**config.mk**
```make
export PLATFORM = sky130hd
export DESIGN_NAME = sbt_config_target
export DESIGN_NICKNAME = d
export VERILOG_FILES = /design/src/rtl/sbt_config_target.v
export VERILOG_INCLUDE_DIRS = /design/src /design/src/rtl
export SDC_FILE = /design/constraint.sdc
export NUM_CORES = 1
export LEC_CHECK = 0
export BUFFER_PORTS_ARGS = -buffer_cell sky130_fd_sc_hd__buf_2
export CAP_MARGIN = 5
export CELL_PAD_IN_SITES_DETAIL_PLACEMENT = 0
export CELL_PAD_IN_SITES_GLOBAL_PLACEMENT = 1
export CORE_MARGIN = 1
export CORE_UTILIZATION = 52
export DETAILED_ROUTE_END_ITERATION = 10
export PLACE_DENSITY_LB_ADDON = 0.25
export SKIP_CTS_REPAIR_TIMING = 1
export SLEW_MARGIN = 5
export SYNTH_ARGS = -nofsm -noshare
export SYNTH_HDL_FRONTEND = slang
export SYNTH_SLANG_ARGS = --single-unit
export TNS_END_PERCENT = 1
```
**constraint.sdc**
```tcl
create_clock -name mclk_i -period 3.7 [get_ports mclk_i]
set_input_delay 0.555 -clock mclk_i [delete_from_list [all_inputs] [get_ports mclk_i]]
set_output_delay 0.555 -clock mclk_i [all_outputs]
set_load 0.05 [all_outputs]
```
**src/rtl/sbt_consts.vh**
```
// Constants of the serial configuration target.
// Assumes inclusion by bare name from the design file.
`ifndef SBT_CONSTS_VH
`define SBT_CONSTS_VH

// ==========================================
// Register indices
`define SBT_IDX_OE 8'h00
`define SBT_IDX_PLL 8'h01
`define SBT_IDX_SLEW 8'h02
`define SBT_IDX_FSEL 8'h03
`define SBT_IDX_RSV4 8'h04
`define SBT_IDX_REV 8'h05
`define SBT_IDX_DEV 8'h06
`define SBT_IDX_BC 8'h07

// ==========================================
// Field layouts and reset values
`define SBT_EN6_WMASK 8'hDD
`define SBT_OE_RST 8'hDD
`define SBT_SLEW_RST 8'hDD
`define SBT_EN6_RSV1 8'h20
`define SBT_PLL_LAT_HI 7
`define SBT_PLL_LAT_LO 6
`define SBT_PLL_SRC 5
`define SBT_PLL_SW_HI 4
`define SBT_PLL_SW_LO 3
`define SBT_PLL_RSV 2
`define SBT_AMP_HI 1
`define SBT_AMP_LO 0
`define SBT_SRC_RST 1'h0
`define SBT_SW_RST 2'h0
`define SBT_AMP_RST 2'h2
`define SBT_FSEL_RSV1 8'h06
`define SBT_FB_RST 1'h1
`define SBT_RSV4_VAL 8'hFF
`define SBT_BC_RST 5'h08
`define SBT_BC_MSB 4

// ==========================================
// Bus addresses by strap level
`define SBT_ADDR_SELECT_PIN_LOW 2'h0
`define SBT_ADDR_SELECT_PIN_MID 2'h1
`define SBT_ADDR_LOW 7'h6B
`define SBT_ADDR_MID 7'h6C
`define SBT_ADDR_HIGH 7'h6D

// ==========================================
// Bus engine timing
`define SBT_LATCH_CYC 2'h2
`define SBT_LATCH_DONE 2'h3
`define SBT_BITS_LAST 4'h7
`define SBT_BITS_FULL 4'h8

`endif

```
**src/rtl/sbt_config_target.v**
```verilog
// Serial configuration target: two-wire block read/write engine,
// configuration bytes and the clock output controls they steer.
// Assumes scl/sda and all pins but reset_i and cfg_hold_i are asynchronous to mclk_i, and an
// external open-drain pad resolving sda from sda_oe_n_o.
`timescale 1ns/1ns
`default_nettype none
`include "sbt_consts.vh"

// Contract
// - Host start, write address; target acknowledges
// - Index byte sets first location, acknowledged
// - Write byte count acknowledged by target
// - Data bytes stored consecutively, each acknowledged; a byte arriving with the write buffer full is not acknowledged
// - Read: index, repeated start, read address
// - Target returns count then consecutive bytes
// - Bus address latched from select pin
// - Byte 0 holds six output enables
// - Cleared enable forces output low
// - Byte 1 top bits report latched mode
// - Bit 5 picks pin or software mode
// - Software mode ignored unless bit 5 set
// - Byte 1 low bits select amplitude
// - Byte 7 count field sets readback length; here it is only sent as the count byte, and data runs on until the host nacks
module sbt_config_target #(
	parameter FIFO_AW = 1,
	parameter [7:0] REV_VENDOR = 8'h5A, // Arbitrary value
	parameter [7:0] DEVICE_CODE = 8'hA5 // Arbitrary value
) (
	input wire mclk_i,
	input wire reset_i,
	input wire scl_i,
	input wire sda_i,
	output reg sda_o,
	output reg sda_oe_n_o,
	input wire [1:0] addr_select_pin_i,
	input wire [1:0] pll_mode_pin_i,
	input wire [5:0] out_en_n_i,
	input wire cfg_hold_i,
	output reg [5:0] dif_run_o,
	output reg [1:0] pll_mode_o,
	output reg [1:0] amplitude_o,
	output reg [5:0] slew_fast_o,
	output reg fb_slew_fast_o
);

	// ==========================================
	// Local encodings
	localparam [2:0] ST_IDLE = 3'h0; // No transaction
	localparam [2:0] ST_RX = 3'h1; // Shifting a byte in
	localparam [2:0] ST_TACK = 3'h2; // Target drives acknowledge
	localparam [2:0] ST_TX = 3'h3; // Shifting a byte out
	localparam [2:0] ST_HACK = 3'h4; // Host answers a byte
	localparam [2:0] ST_IGN = 3'h5; // Wait for start or stop
	localparam [1:0] K_ADDR = 2'h0; // Address byte
	localparam [1:0] K_IDX = 2'h1; // Index byte
	localparam [1:0] K_CNT = 2'h2; // Byte count
	localparam [1:0] K_DATA = 2'h3; // Data byte
	localparam [FIFO_AW:0] FIFO_DEPTH = {1'b1, {FIFO_AW{1'b0}}};

	// Pack the six enable positions of a control byte
	function [5:0] sbt_pack6;
		input [7:0] b;
		begin
			sbt_pack6 = {b[7], b[6], b[4], b[3], b[2], b[0]};
		end
	endfunction

	// ==========================================
	// Synchronisers and edge detection
	reg scl_s1, scl_s2, scl_d; // Bus clock samples
	reg sda_s1, sda_s2, sda_d; // Bus data samples
	reg [1:0] addr_select_pin_s1, addr_select_pin_s2; // Address strap
	reg [1:0] mode_s1, mode_s2; // Mode straps
	reg [5:0] oen_s1, oen_s2; // Per-output enable pins
	wire scl_rise = scl_s2 & ~scl_d;
	wire scl_fall = ~scl_s2 & scl_d;
	// Data edges while the clock stays high frame a transaction
	wire start_det = scl_s2 & scl_d & sda_d & ~sda_s2;
	wire stop_det = scl_s2 & scl_d & ~sda_d & sda_s2;

	// Two flops on every foreign input except cfg_hold_i; first stage read only here
	always @(posedge mclk_i) begin
		if (reset_i) begin
			scl_s1 <= 1'b1;
			scl_s2 <= 1'b1;
			scl_d <= 1'b1;
			sda_s1 <= 1'b1;
			sda_s2 <= 1'b1;
			sda_d <= 1'b1;
			addr_select_pin_s1 <= 2'h0;
			addr_select_pin_s2 <= 2'h0;
			mode_s1 <= 2'h0;
			mode_s2 <= 2'h0;
			oen_s1 <= 6'h3F;
			oen_s2 <= 6'h3F;
		end else begin
			scl_s1 <= scl_i;
			scl_s2 <= scl_s1;
			scl_d <= scl_s2;
			sda_s1 <= sda_i;
			sda_s2 <= sda_s1;
			sda_d <= sda_s2;
			addr_select_pin_s1 <= addr_select_pin_i;
			addr_select_pin_s2 <= addr_select_pin_s1;
			mode_s1 <= pll_mode_pin_i;
			mode_s2 <= mode_s1;
			oen_s1 <= out_en_n_i;
			oen_s2 <= oen_s1;
		end
	end

	// ==========================================
	// Strap capture after reset release
	reg [1:0] lat_cnt; // Cycles since release
	reg [6:0] own_addr; // Latched bus address
	reg [1:0] pll_latched; // Latched pin mode
	wire lat_done = (lat_cnt == `SBT_LATCH_DONE);

	// Captured once, after the synchronisers have filled
	always @(posedge mclk_i) begin
		if (reset_i) begin
			lat_cnt <= 2'h0;
			own_addr <= `SBT_ADDR_LOW;
			pll_latched <= 2'h0;
		end else if (!lat_done) begin
			lat_cnt <= lat_cnt + 2'h1;
			if (lat_cnt == `SBT_LATCH_CYC) begin
				case (addr_select_pin_s2)
				`SBT_ADDR_SELECT_PIN_LOW: begin
					own_addr <= `SBT_ADDR_LOW;
				end
				`SBT_ADDR_SELECT_PIN_MID: begin
					own_addr <= `SBT_ADDR_MID;
				end
				default: begin
					own_addr <= `SBT_ADDR_HIGH;
				end
				endcase
				pll_latched <= mode_s2;
			end
		end
	end

	// ==========================================
	// Configuration storage
	reg [7:0] oe_ctrl; // Byte 0, writable bits only
	reg pll_src; // Mode source select
	reg [1:0] pll_sw; // Software mode
	reg [1:0] amp_sel; // Amplitude code
	reg [7:0] slew_ctrl; // Byte 2, writable bits only
	reg fb_slew; // Feedback slew bit
	reg [4:0] bc_field; // Count byte returned on reads
	reg [7:0] ptr; // Current location
	reg [7:0] rd_byte; // Byte at current location

	// Readback mux; reserved bits read as their fixed levels
	always @* begin
		case (ptr)
		`SBT_IDX_OE: begin
			rd_byte = oe_ctrl | `SBT_EN6_RSV1;
		end
		`SBT_IDX_PLL: begin
			rd_byte = {pll_latched, pll_src, pll_sw, 1'b1, amp_sel};
		end
		`SBT_IDX_SLEW: begin
			rd_byte = slew_ctrl | `SBT_EN6_RSV1;
		end
		`SBT_IDX_FSEL: begin
			rd_byte = `SBT_FSEL_RSV1 | {7'h00, fb_slew};
		end
		`SBT_IDX_RSV4: begin
			rd_byte = `SBT_RSV4_VAL;
		end
		`SBT_IDX_REV: begin
			rd_byte = REV_VENDOR;
		end
		`SBT_IDX_DEV: begin
			rd_byte = DEVICE_CODE;
		end
		`SBT_IDX_BC: begin
			rd_byte = {3'h0, bc_field};
		end
		default: begin
			rd_byte = 8'h00; // Unmapped locations read zero
		end
		endcase
	end

	// ==========================================
	// Two-entry write buffer between engine and registers
	reg [15:0] fifo_mem [0:(1 << FIFO_AW) - 1]; // {index, data}
	reg [FIFO_AW-1:0] wr_ptr, rd_ptr; // Slot pointers
	reg [FIFO_AW:0] fill; // Occupied slots
	reg push; // Engine offers a word
	reg [15:0] push_word; // Word on offer
	wire fifo_ready = (fill != FIFO_DEPTH);
	wire fifo_valid = (fill != {(FIFO_AW+1){1'b0}});
	// Holding the drain lets the buffer really fill
	wire pop = fifo_valid & ~cfg_hold_i;
	wire [15:0] pop_word = fifo_mem[rd_ptr];

	// Engine only pushes when fifo_ready was seen
	always @(posedge mclk_i) begin
		if (reset_i) begin
			wr_ptr <= {FIFO_AW{1'b0}};
			rd_ptr <= {FIFO_AW{1'b0}};
			fill <= {(FIFO_AW+1){1'b0}};
		end else begin
			if (push) begin
				fifo_mem[wr_ptr] <= push_word;
				wr_ptr <= wr_ptr + {{(FIFO_AW-1){1'b0}}, 1'b1};
			end
			if (pop) begin
				rd_ptr <= rd_ptr + {{(FIFO_AW-1){1'b0}}, 1'b1};
			end
			case ({push, pop})
			2'b10: begin
				fill <= fill + {{FIFO_AW{1'b0}}, 1'b1};
			end
			2'b01: begin
				fill <= fill - {{FIFO_AW{1'b0}}, 1'b1};
			end
			default: begin
				fill <= fill;
			end
			endcase
		end
	end

	// Drained words land in the register addressed by their index
	always @(posedge mclk_i) begin
		if (reset_i) begin
			oe_ctrl <= `SBT_OE_RST;
			pll_src <= `SBT_SRC_RST;
			pll_sw <= `SBT_SW_RST;
			amp_sel <= `SBT_AMP_RST;
			slew_ctrl <= `SBT_SLEW_RST;
			fb_slew <= `SBT_FB_RST;
			bc_field <= `SBT_BC_RST;
		end else if (pop) begin
			case (pop_word[15:8])
			`SBT_IDX_OE: begin
				oe_ctrl <= pop_word[7:0] & `SBT_EN6_WMASK;
			end
			`SBT_IDX_PLL: begin
				// Readback bits 7:6 are not writable
				pll_src <= pop_word[`SBT_PLL_SRC];
				pll_sw <= pop_word[`SBT_PLL_SW_HI:`SBT_PLL_SW_LO];
				amp_sel <= pop_word[`SBT_AMP_HI:`SBT_AMP_LO];
			end
			`SBT_IDX_SLEW: begin
				slew_ctrl <= pop_word[7:0] & `SBT_EN6_WMASK;
			end
			`SBT_IDX_FSEL: begin
				fb_slew <= pop_word[0];
			end
			`SBT_IDX_BC: begin
				bc_field <= pop_word[`SBT_BC_MSB:0];
			end
			default: begin
				oe_ctrl <= oe_ctrl; // Read-only or unmapped: dropped
			end
			endcase
		end
	end

	// ==========================================
	// Clock output controls
	// Registered so every output comes from a flop
	always @(posedge mclk_i) begin
		if (reset_i) begin
			dif_run_o <= 6'h00;
			pll_mode_o <= 2'h0;
			amplitude_o <= `SBT_AMP_RST;
			slew_fast_o <= 6'h3F;
			fb_slew_fast_o <= `SBT_FB_RST;
		end else begin
			// Both legs low when the bit is clear, whatever the pin
			dif_run_o <= sbt_pack6(oe_ctrl) & ~oen_s2;
			// Software code has no path unless the source bit is set
			pll_mode_o <= pll_src ? pll_sw : pll_latched;
			amplitude_o <= amp_sel;
			slew_fast_o <= sbt_pack6(slew_ctrl);
			fb_slew_fast_o <= fb_slew;
		end
	end

	// ==========================================
	// Bus engine
	reg [2:0] state; // Engine state
	reg [1:0] kind; // Kind of byte being received
	reg [3:0] bitcnt; // Bits shifted in this byte
	reg [7:0] shreg; // Shift register, both directions
	reg rd_mode; // Direction from the address byte
	reg rd_first; // Next byte out is the count
	wire [7:0] tx_byte = rd_first ? {3'h0, bc_field} : rd_byte;

	// Sda changes only after scl falls, so never frames a start
	always @(posedge mclk_i) begin
		if (reset_i) begin
			state <= ST_IDLE;
			kind <= K_ADDR;
			bitcnt <= 4'h0;
			shreg <= 8'h00;
			rd_mode <= 1'b0;
			rd_first <= 1'b0;
			ptr <= 8'h00;
			push <= 1'b0;
			push_word <= 16'h0000;
			sda_o <= 1'b0;
			sda_oe_n_o <= 1'b1;
		end else begin
			push <= 1'b0;
			sda_o <= 1'b0; // Open drain: only ever pulls low
			if (!lat_done) begin
				state <= ST_IDLE; // Address not yet known
			end else if (start_det) begin
				// Start or repeated start restarts address reception
				state <= ST_RX;
				kind <= K_ADDR;
				bitcnt <= 4'h0;
				sda_oe_n_o <= 1'b1;
			end else if (stop_det) begin
				state <= ST_IDLE;
				sda_oe_n_o <= 1'b1;
			end else begin
				case (state)
				ST_RX: begin
					if (scl_rise) begin
						shreg <= {shreg[6:0], sda_s2};
						bitcnt <= bitcnt + 4'h1;
					end else if (scl_fall && bitcnt == `SBT_BITS_FULL) begin
						bitcnt <= 4'h0;
						case (kind)
						K_ADDR: begin
							if (shreg[7:1] == own_addr) begin
								sda_oe_n_o <= 1'b0;
								state <= ST_TACK;
								rd_mode <= shreg[0];
								rd_first <= 1'b1;
								kind <= K_IDX;
							end else begin
								state <= ST_IGN;
							end
						end
						K_IDX: begin
							ptr <= shreg;
							sda_oe_n_o <= 1'b0;
							state <= ST_TACK;
							kind <= K_CNT;
						end
						K_CNT: begin
							// Count is acknowledged; stop ends the data
							sda_oe_n_o <= 1'b0;
							state <= ST_TACK;
							kind <= K_DATA;
						end
						default: begin
							if (fifo_ready) begin
								push <= 1'b1;
								push_word <= {ptr, shreg};
								ptr <= ptr + 8'h01;
								sda_oe_n_o <= 1'b0;
								state <= ST_TACK;
							end else begin
								state <= ST_IGN; // Full buffer: byte refused
							end
						end
						endcase
					end
				end
				ST_TACK: begin
					if (scl_fall) begin
						if (rd_mode) begin
							// First byte out is the count, then data
							// Count flag stays set until the host answers it,
							// so the pointer does not step past location N
							shreg <= tx_byte;
							sda_oe_n_o <= tx_byte[7];
							bitcnt <= 4'h0;
							state <= ST_TX;
						end else begin
							sda_oe_n_o <= 1'b1;
							state <= ST_RX;
						end
					end
				end
				ST_TX: begin
					if (scl_fall) begin
						if (bitcnt == `SBT_BITS_LAST) begin
							sda_oe_n_o <= 1'b1; // Release for host answer
							state <= ST_HACK;
						end else begin
							sda_oe_n_o <= shreg[6];
							shreg <= {shreg[6:0], 1'b0};
							bitcnt <= bitcnt + 4'h1;
						end
					end
				end
				ST_HACK: begin
					if (scl_rise) begin
						if (sda_s2) begin
							state <= ST_IGN;
						end
					end else if (scl_fall) begin
						// Acknowledged: next location goes out
						shreg <= rd_byte;
						sda_oe_n_o <= rd_byte[7];
						bitcnt <= 4'h0;
						rd_first <= 1'b0; // Count answered; data bytes follow
						state <= ST_TX;
					end
				end
				default: begin
					sda_oe_n_o <= 1'b1; // Idle or ignoring: bus released
				end
				endcase
				// Pointer steps once the host has taken a data byte
				if (state == ST_HACK && scl_rise && !sda_s2 && !rd_first) begin
					ptr <= ptr + 8'h01;
				end
			end
		end
	end

endmodule
`default_nettype wire

```
==> results of run 1 <==
## cell families (layout without fill, tap and decap cells)
| kind of cell | after synthesis | count (layout) |
|---|---|---|
| and+or+nand+nor | 218 | 218 |
| DFF | 155 | 155 |
| AOI/OAI and AO/OA | 133 | 133 |
| buffers and inverters | 59 | 88 |
| muxes | 56 | 56 |
| adders and majority gates | 16 | 16 |
| xor gates and xnor gates | 10 | 10 |
| other | 1 | 1 |
## layer usage
metal  track usage (%)  vias up  wire (microns)
met4              9.26        0             246
li1                  -     2381               -
met5                 0        -               0
met2              38.3      146            7030
met3              4.92       24             662
met1              31.4     2362            6910
## flip-flops by register name, indices dropped and copies added, names as in the netlist, 3 cells and up, named ones only
name,flops
oe_ctrl,6
slew_ctrl,6
dif_run_o,6
bc_field,5
push_word,16
oen_s2,6
own_addr,3
bitcnt,4
fifo_mem,32
state,3
ptr,8
slew_fast_o,6
oen_s1,6
shreg,8
## layout make-up
class                   instances  area (sq um)  area share (%)
clock buffers                  24           526            6.98
multi-input cells             434          3020            40.1
well taps                     172           215            2.86
inverters                      21          78.8            1.05
clock inverters                 8          78.8            1.05
flip-flops and latches        155          3420            45.5
repair buffers                 35           185            2.46
## cell usage after synthesis (all sizes together), types with 3 or more instances
library cell    n  area, sq um
nor3b          13         97.6
nand3           8         40.0
nor3           12         75.1
nor2b          15         93.8
a22oi           5         37.5
a222oi          5         50.1
nand2b          7         51.3
o22a            3         26.3
mux2            7         78.8
and3b           3         26.3
a21oi          33          165
or3             4         25.0
a31oi           5         31.3
mux2i          49          490
and3            5         31.3
and2            3         18.8
or2            28          175
dfxtp         123         2460
o311ai          8         70.1
o31ai           9         67.6
xor2            6         52.6
a2111oi         3         26.3
xnor2           4         35.0
o21a            3         22.5
buf            14         93.8
ha             16          200
or4             4         30.0
clkbuf         24         90.1
a221oi          4         41.3
nand2          38          143
nor4            5         31.3
edfxtp         32          961
nand4           3         25.0
o21ai           8         40.0
inv            21         78.8
a211oi         14          105
nor2           63          236
o211ai          3         22.5
## final timing paths
check,cells after the start,slack (ns),to
setup reg to reg,7,1.09,push_word[13]$_SDFFE_PP0P_
setup / recovery,7,1.09,push_word[13]$_SDFFE_PP0P_
hold / removal,2,0.31,scl_s1$_SDFF_PP1_
hold reg to reg,1,0.38,dif_run_o[1]$_SDFF_PP0_
## power by group
part	switching [W]	internal, W	total [W]
clock	0.000663	0.00106	0.00173
combinational	0.0000794	0.0000424	0.000122
sequential	0.0000141	0.00174	0.00176
total	0.000756	0.00285	0.00361
## worst reg2reg max path, delay by kind of cell (launching register included)
family,cells,cell delay (ns)
flip-flops,1,0.33
adder cells (fa/ha/maj),1,0.32
multiplexers,1,0.38
AND/OR/NAND/NOR,4,1.36
buffers and inverters,1,0.08
## stage by stage
step	hold slack, ns	total power [W]	util (%)
global route	0.296	0.00373	59.9
CTS	0.301	0.00363	59.9
floorplan	0.372	0.00188	-
detailed placement	0.378	0.00191	55.1
finish	0.314	0.00361	59.9
global placement	0.378	0.00191	55.1
==> out/summary.md, run 1 <==
- 155 — post-synthesis register bit count
- 0 — antenna violations before repair
- 23.8% — overall global routing resource usage
- 0.06 ns — clock transition at the registers of the reported paths
- 479 mW/mm^2 — power density over the cells
- 14.8% — Synth Area in Compound Gates
- register to register — kind of critical path
- 1057 — Fillers
- 0 — number of endpoints with negative hold slack in the final report
- 72 — post-synthesis cell type count
- 695 — Final nets
- 17.4% — simple-gate share of the synthesized area
- 34 — I/O pin cnt
- 53.3% — starting density of the core
- 155 — sinks on the clock net
- simple AND/OR/NAND/NOR gates — combinational family with the most area after synthesis
- nand4_2 — Worst path slowest cell
- 2 — maximum root-to-sink buffer count
- 2.90 ns — CP Data Arrival Time
- scl_i — hold_sp
- 2.82 nW — LEAKAGE
- 0.0126 sq mm — core area
- 10200 microns — Final HPWL DP
- dfxtp_1 — most frequent standard cell in the layout excluding fill and tap cells
- finished clean — outcome
- 1.31% — share of the synthesized netlist area taken by xor and xnor gates
- 0.00752 sq mm — Non-Filler Cell Area, Final
- 4 — H-tree depth reported by CTS
- 4913 — number of vias after detailed routing
- 70.5% — final period utilization
- 32 — number of I/O port buffers
- 4546 — vias in the first global route
- 679 — nets in the synthesized netlist
- clkbuf_16 — clock root buffer
- 17 — TritonCTS buffer count
- 16.7% — ratio of cells with drive above 1 in the final layout
- 2.61 ns — final critical delay including setup and external delays
- 0 — number of violations of the max-capacitance limit
- 0 — remaining antenna violation count after routing
- dfxtp_1 — most used flip-flop cell after synthesis
- 16 — Critical Path Fanout Max
- 17.5 microns — detailed-route wire length per cell
- 0 — max-slew violation count
- 41 — FP Rows
- 116 microns — height of the chip
- inv_1, ha_1, and4b_1, and3_1, nand4_2, mux2i_1, nor2_1 — Cell Chain, Critical Path
- 1 — critical path buffer and inverter count
- 0.396 mV — Worst IR Drop VDD
- 817 — total instance count after detailed placement
- 1.17 ns — worst slack after detailed placement
- 51.1% — fraction of the yosys area taken by sequential cells
- scl_s2$_SDFF_PP1_ — source of the worst register-to-register timing path
- 0.905 — RD Place Congestion
- 352 — number of design-rule violations left by the first detailed-router iteration
- 116 microns — Die Wd
- 0.823 ns — slew at the pin closest to its max-slew limit
- 12.3% — Synth-to-Final Area Change
- 0.42 ns — Clk Latency, worst-skew pair
- 1.09 ns — worst path setup slack after routing
- 0 — number of synthesis warnings
- 10.3 sq um — Post-Syn Area per Cell
- 0.0133 sq mm — die area
- 0 — number of antenna cells inserted
- input pin to register — path category of the worst min-delay check
- 648 — Post-Synthesis Cells
- 3.99 ns — required time reported for the critical path endpoint
- 0% — fraction of synthesis flops using an asynchronous set or reset pin
- 849 — non-filler cells, final
- 14900 microns — wirelength, routed
- 23800 microns — wire length of the first global-routing pass
- 6 — number of iterations in the first detailed-routing pass
- 2.99% — share of synthesized cell area in full adder, half adder and majority cells
- 0 — Setup Viol. Count Final
- 0.00670 sq mm — mapped cell area
- 32 — number of synthesized flops with an enable pin
- done — CTS tree
- 0 ns — accumulated negative setup slack
- 383 MHz — maximum frequency from static timing analysis
- 0.00692 sq mm — dpl cell area
- 45.0% — worst max-slew margin expressed relative to the limit
- scl_s2$_SDFF_PP1_ — Critical path origin
- no — unrepaired setup endpoints after global routing
- 5.79 — detailed-route vias per instance
- 0.00819 ns — Worst Skew
- 0.64 ns — longest individual stage delay on the worst path
- 63 — maximum number of pins on one net before global-route repair
- simple AND/OR/NAND/NOR gates — CP top delay family
- register — Setup crit end kind
- register — kind of start point of the critical path
- 8.50% — share of synthesized area spent on multiplexers
- 0 — Remaining Overflow, GRT
- dfxtp_1, nor2_1, mux2i_1, nand2_1, a21oi_1 — commonest cells after routing, fill and taps aside
- 0 — DRC viols
Note: power is estimated with default switching activity, not from simulation.
==> inputs of run 2 (changes only) <==
- CORE_UTILIZATION: 52 -> 44
- clock period: 3.7 -> 2.2 ns (I/O delays scaled with it)
==> run 2 against run 1 <==
The flow now finishes with violations (DRC). Non-clock buffer count is 41 higher. Sequential power is 68% higher. Clock power is 64% higher. Die area is 18% higher. Cell count is 6.2% higher. Critical path type unchanged. Largest cell class unchanged. Largest power group unchanged.
==> out/summary.md, run 2 (synthesis results as in run 1) <==
- 0.00723 sq mm — dpl cell area
- 4989 — vias in the first global route
- 0 — antenna violations before repair
- 0 — number of antenna cells inserted
- 4.58% — global routing met3 resource utilization
- 1 — critical path buffer and inverter count
- clkbuf_16 — clock root buffer
- 11700 microns — Final HPWL DP
- 60.4% — worst max-slew margin expressed relative to the limit
- 0.0147 sq mm — core area
- 97.0% — final period utilization
- 2.13 ns — final critical delay including setup and external delays
- DRC — violated checks
- state[0]$_SDFFE_PP0P_ — source of the worst register-to-register timing path
- register — Setup crit end kind
- 17 — TritonCTS buffer count
- 155 — sinks on the clock net
- 0 — number of endpoints with negative hold slack in the final report
- 22.1% — overall global routing resource usage
- oen_s1[3]$_SDFF_PP1_ — endpoint with the worst hold slack
- 2 — DRC viols
- dfxtp_1, nor2_1, mux2i_1, buf_4, nand2_1 — commonest cells after routing, fill and taps aside
- 8 — Critical Path Fanout Max
- 5 — Register-to-Register Path Depth
- ptr[1]$_SDFFE_PP0P_ — end of the worst register-to-register path
- 0.0157 sq mm — die area
- 868 — total instance count after detailed placement
- 417 — number of design-rule violations left by the first detailed-router iteration
- fifo_mem — register name with the most flops
- 44 — maximum number of pins on one net before global-route repair
- 0.875 — RD Place Congestion
- 4 — H-tree depth reported by CTS
- 0 — number of violations of the max-capacitance limit
- 22.7% — ratio of cells with drive above 1 in the final layout
- 902 — non-filler cells, final
- 469 MHz — maximum frequency from static timing analysis
- 45.6% — starting density of the core
- or3b_4, o41a_1, buf_4, a2111oi_0, a211oi_1 — Cell Chain, Critical Path
- 0.0123 ns — Worst Skew
- 16400 microns — wirelength, routed
- 29.0% — met1 Resource Use GR
- 2 — count of cells along the worst hold path
- 0.06 ns — clock transition at the registers of the reported paths
- 2.49 ns — required time reported for the critical path endpoint
- 34 — I/O pin cnt
- 125 microns — Die Wd
- fifo_mem x32, push_word x16 — Top Registers
- 736 — Final nets
- register to register — kind of critical path
- 0.522 mV — Worst IR Drop VDD
- no — unrepaired setup endpoints after global routing
- out_en_n_i[3] — hold_sp
- dfxtp_1 — most frequent standard cell in the layout excluding fill and tap cells
- 0.00786 sq mm — Non-Filler Cell Area, Final
- finished with violations — outcome
- 0.43 ns — Clk Latency, worst-skew pair
- input pin to register — path category of the worst min-delay check
- 26800 microns — wire length of the first global-routing pass
- 5.74 — detailed-route vias per instance
- 0 ns — accumulated negative setup slack
- 125 microns — height of the chip
- done — CTS tree
- 0 — remaining antenna violation count after routing
- 0.51 ns — longest individual stage delay on the worst path
- 35.2% — met2 Resource Use GR
- 18.2 microns — detailed-route wire length per cell
- 32 — number of I/O port buffers
- 0 — max-slew violation count
- 0 — Setup Viol. Count Final
- register — kind of start point of the critical path
- met2 — Top Usage Layer GRT
- 2.43 ns — CP Data Arrival Time
- 32 — max reg flops
- o41a_1 — Worst path slowest cell
- 3.05 nW — LEAKAGE
- 44 — FP Rows
- compound AO/OA/AOI/OAI gates — CP top delay family
- 10 — number of iterations in the first detailed-routing pass
- 5 — critical path depth
- 0.593 ns — slew at the pin closest to its max-slew limit
- 766 mW/mm^2 — power density over the cells
- 0 — Remaining Overflow, GRT
- 2 — maximum root-to-sink buffer count
- 5177 — number of vias after detailed routing
- 0.07 ns — worst setup slack for register-to-register paths
- 17.4% — Synth-to-Final Area Change
==> run 2: metrics by stage <==
| stage | util, % | hold WS, ns | setup slack [ns] | total power, W |
|---|---|---|---|---|
| finish | 53.5 | 0.0837 | 0.0659 | 0.00602 |
| global route | 53.5 | 0.0800 | 0.00188 | 0.00625 |
| CTS | 53.1 | 0.0725 | 0.00380 | 0.00608 |
| detailed placement | 49.2 | 0.382 | 0.0183 | 0.00324 |
| global placement | 49.2 | 0.379 | 0.117 | 0.00324 |
| floorplan | - | 0.372 | 0.155 | 0.00317 |
==> run 2: cell type report <==
cell class	count	area (sq um)
tap	184	230
clock buffer	19	444
fill	1289	6840
multi-input combinational	434	3060
timing repair buffer	76	493
sequential	155	3420
inverter	21	78.8
clock inverter	13	131
==> run 2: layer usage <==
metal,up-vias,wire length (microns)
met1,2490,7370
met5,-,0
met3,38,938
met2,182,7640
li1,2467,-
met4,0,490
==> run 2: worst reg2reg max path, stage by stage, from the launching register on <==
cell	delay [ns]
dfxtp_1	0.36
or3b_4	0.44
o41a_1	0.52
buf_4	0.19
a2111oi_0	0.41
a211oi_1	0.09
==> run 2: worst max-delay path by stage <==
stage / slack, ns / to / from
after floorplan: 0.15 / push_word[10]$_SDFFE_PP0P_ / scl_s2$_SDFF_PP1_
after global placement: 0.12 / kind[1]$_SDFFE_PP0P_ / shreg[7]$_SDFFE_PP0P_
after detailed placement: 0.02 / kind[1]$_SDFFE_PP0P_ / shreg[7]$_SDFFE_PP0P_
after CTS: 0.004 / kind[1]$_SDFFE_PP0P_ / shreg[7]$_SDFFE_PP0P_
after global routing: 0.002 / push_word[2]$_SDFFE_PP0P_ / scl_s2$_SDFF_PP1_
final: 0.07 / ptr[1]$_SDFFE_PP0P_ / state[0]$_SDFFE_PP0P_
==> run 2: where the power goes <==
| group | switching, W | internal (W) | total, W |
|---|---|---|---|
| clock network | 0.00122 | 0.00162 | 0.00284 |
| logic | 0.000146 | 0.0000860 | 0.000232 |
| registers | 0.0000232 | 0.00293 | 0.00295 |
| total | 0.00139 | 0.00463 | 0.00602 |
==> inputs of run 3 (changes only) <==
- CORE_UTILIZATION: 44 -> 48
- GPL_TIMING_DRIVEN: unset -> 0
- clock period: 2.2 -> 2.25 ns (I/O delays scaled with it)
==> run 3 against run 2 <==
The run now ends clean. Via count down 1.6%. Critical path type unchanged. Maximum frequency down 3.7%. Non-clock buffer count is 5 lower. Wire length grew 3.2%. Critical path depth unchanged. Core utilization is 5.4 points higher. Highest routed layer unchanged. Sequential power fell by 2%. Design area grew 0.30%.
==> out/summary.md, run 3 (synthesis results as in run 1) <==
- finished clean — outcome
- 3.04 nW — LEAKAGE
- 0.06 ns — clock transition at the registers of the reported paths
- 0 — Remaining Overflow, GRT
- 382 — number of design-rule violations left by the first detailed-router iteration
- 20.5% — ratio of cells with drive above 1 in the final layout
- kind[1]$_SDFFE_PP0P_ — end of the worst register-to-register path
- 0.00317 sq mm — Multi-input gate area
- 1167 — Fillers
- 0 — number of endpoints with negative hold slack in the final report
- 17000 microns — wirelength, routed
- 42 — FP Rows
- oen_s1[4]$_SDFF_PP1_ — endpoint with the worst hold slack
- dfxtp_1, nor2_1, mux2i_1, buf_2, nand2_1 — commonest cells after routing, fill and taps aside
- 0.00613 ns — Worst Skew
- 17 — TritonCTS buffer count
- register — Setup crit end kind
- 0 — antenna violations before repair
- 0.53 ns — longest individual stage delay on the worst path
- 451 MHz — maximum frequency from static timing analysis
- nand4b_1, o41ai_4, a31oi_1, or4_1, o31ai_1 — Cell Chain, Critical Path
- 2 — maximum root-to-sink buffer count
- 7 — number of iterations in the first detailed-routing pass
- 5.73 — detailed-route vias per instance
- 0.00789 sq mm — Non-Filler Cell Area, Final
- clkbuf_16 — clock root buffer
- 5 — Register-to-Register Path Depth
- register to register — kind of critical path
- compound AO/OA/AOI/OAI gates — CP top delay family
- 0 — remaining antenna violation count after routing
- 0.0144 sq mm — die area
- 0.42 ns — Clk Latency, worst-skew pair
- register — kind of start point of the critical path
- fifo_mem x32, push_word x16 — Top Registers
- 0.830 ns — slew at the pin closest to its max-slew limit
- 34 — I/O pin cnt
- 2.58 ns — required time reported for the critical path endpoint
- 19.1 microns — detailed-route wire length per cell
- 24.9% — overall global routing resource usage
- 0.0341 ns — worst path setup slack after routing
- 120 microns — height of the chip
- done — CTS tree
- dfxtp_1 — most frequent standard cell in the layout excluding fill and tap cells
- 0 — DRC viols
- -0.234 ns — worst slack after detailed placement
- 155 — sinks on the clock net
- 0.0134 sq mm — core area
- 17 — maximum number of pins on one net before global-route repair
- 4978 — vias in the first global route
- 12100 microns — Final HPWL DP
- 2 — count of cells along the worst hold path
- 26900 microns — wire length of the first global-routing pass
- 2.22 ns — final critical delay including setup and external delays
- 32 — max reg flops
- shreg[6]$_SDFFE_PP0P_ — source of the worst register-to-register timing path
- 0.444 mV — Worst IR Drop VDD
- 0.03 ns — worst setup slack for register-to-register paths
- 0 — critical path buffer and inverter count
- 0.00710 sq mm — dpl cell area
- 0 — Setup Viol. Count Final
- 0 — number of violations of the max-capacitance limit
- input pin to register — path category of the worst min-delay check
- 731 — Final nets
- 98.5% — final period utilization
- 6 — Critical Path Fanout Max
- o41ai_4 — Worst path slowest cell
- 17.7% — Synth-to-Final Area Change
- 4 — H-tree depth reported by CTS
- 50.0% — starting density of the core
- 32 — number of I/O port buffers
- 0.00343 sq mm — FF/Latch Area
- out_en_n_i[4] — hold_sp
- 120 microns — Die Wd
- 0 — max-slew violation count
- 0 — number of antenna cells inserted
- 5096 — number of vias after detailed routing
- 772 mW/mm^2 — power density over the cells
- fifo_mem — register name with the most flops
- 0.900 — RD Place Congestion
- 44.7% — worst max-slew margin expressed relative to the limit
- 2.55 ns — CP Data Arrival Time
- yes — unrepaired setup endpoints after global routing
[run 3: cell count changes in the layout (fill, tap and decap cells not counted), moves of 4 or more]
cell,change
buf_4,-42
clkbuf_1,+22
buf_2,+6
buf_6,+4
nor4_1,-4
nor4_2,+4
[run 3: area by class of cell]
cell class                 count  area share (%)
buffer                        38            2.52
clock buffer                  22            6.30
clock inverter                10            1.62
inverter                      21            1.00
multi-input combinational    434            40.1
sequential                   155            43.4
tap                          176            2.79
timing repair buffer          33            2.17
[run 3: metrics by stage]
stage	total power (W)	utilization, %	cells	setup TNS [ns]	hold WS (ns)
3_3_place_gp	0.00317	52.9	856	-11.38	0.380
4_1_cts	0.00612	57.6	889	-3.95	0.0800
5_1_grt	0.00627	58.8	889	-0.174	0.0827
6_report	0.00609	58.8	889	0	0.0949
2_1_floorplan	0.00310	-	648	0	0.372
3_5_place_dp	0.00318	53.0	857	-5.74	0.384
[run 3: per-layer routing]
metal / vias up / routed length, microns / track usage [%]
li1: 2463 / - / -
met1: 2485 / 7820 / 32.9
met2: 120 / 7980 / 39.6
met3: 28 / 752 / 5.42
met4: 0 / 416 / 10.1
met5: - / 0 / 0
[run 3: power breakdown]
group	switching (W)	total (W)	internal, W
clock network	0.00115	0.00296	0.00181
logic	0.000161	0.000240	0.0000784
registers	0.0000226	0.00289	0.00286
total	0.00134	0.00609	0.00475
[run 3: worst max-delay path by stage]
stage	cells after the start	to	startpoint	slack, ns
final	5	kind[1]$_SDFFE_PP0P_	shreg[6]$_SDFFE_PP0P_	0.03
after global routing	5	kind[1]$_SDFFE_PP0P_	shreg[6]$_SDFFE_PP0P_	-0.06
after CTS	7	push_word[12]$_SDFFE_PP0P_	lat_cnt[0]$_SDFFE_PP0P_	-0.25
after detailed placement	7	push_word[12]$_SDFFE_PP0P_	lat_cnt[0]$_SDFFE_PP0P_	-0.23
after global placement	4	fifo_mem[0][6]$_DFFE_PP_	reset_i	-0.55
after floorplan	9	push_word[10]$_SDFFE_PP0P_	scl_s2$_SDFF_PP1_	0.20
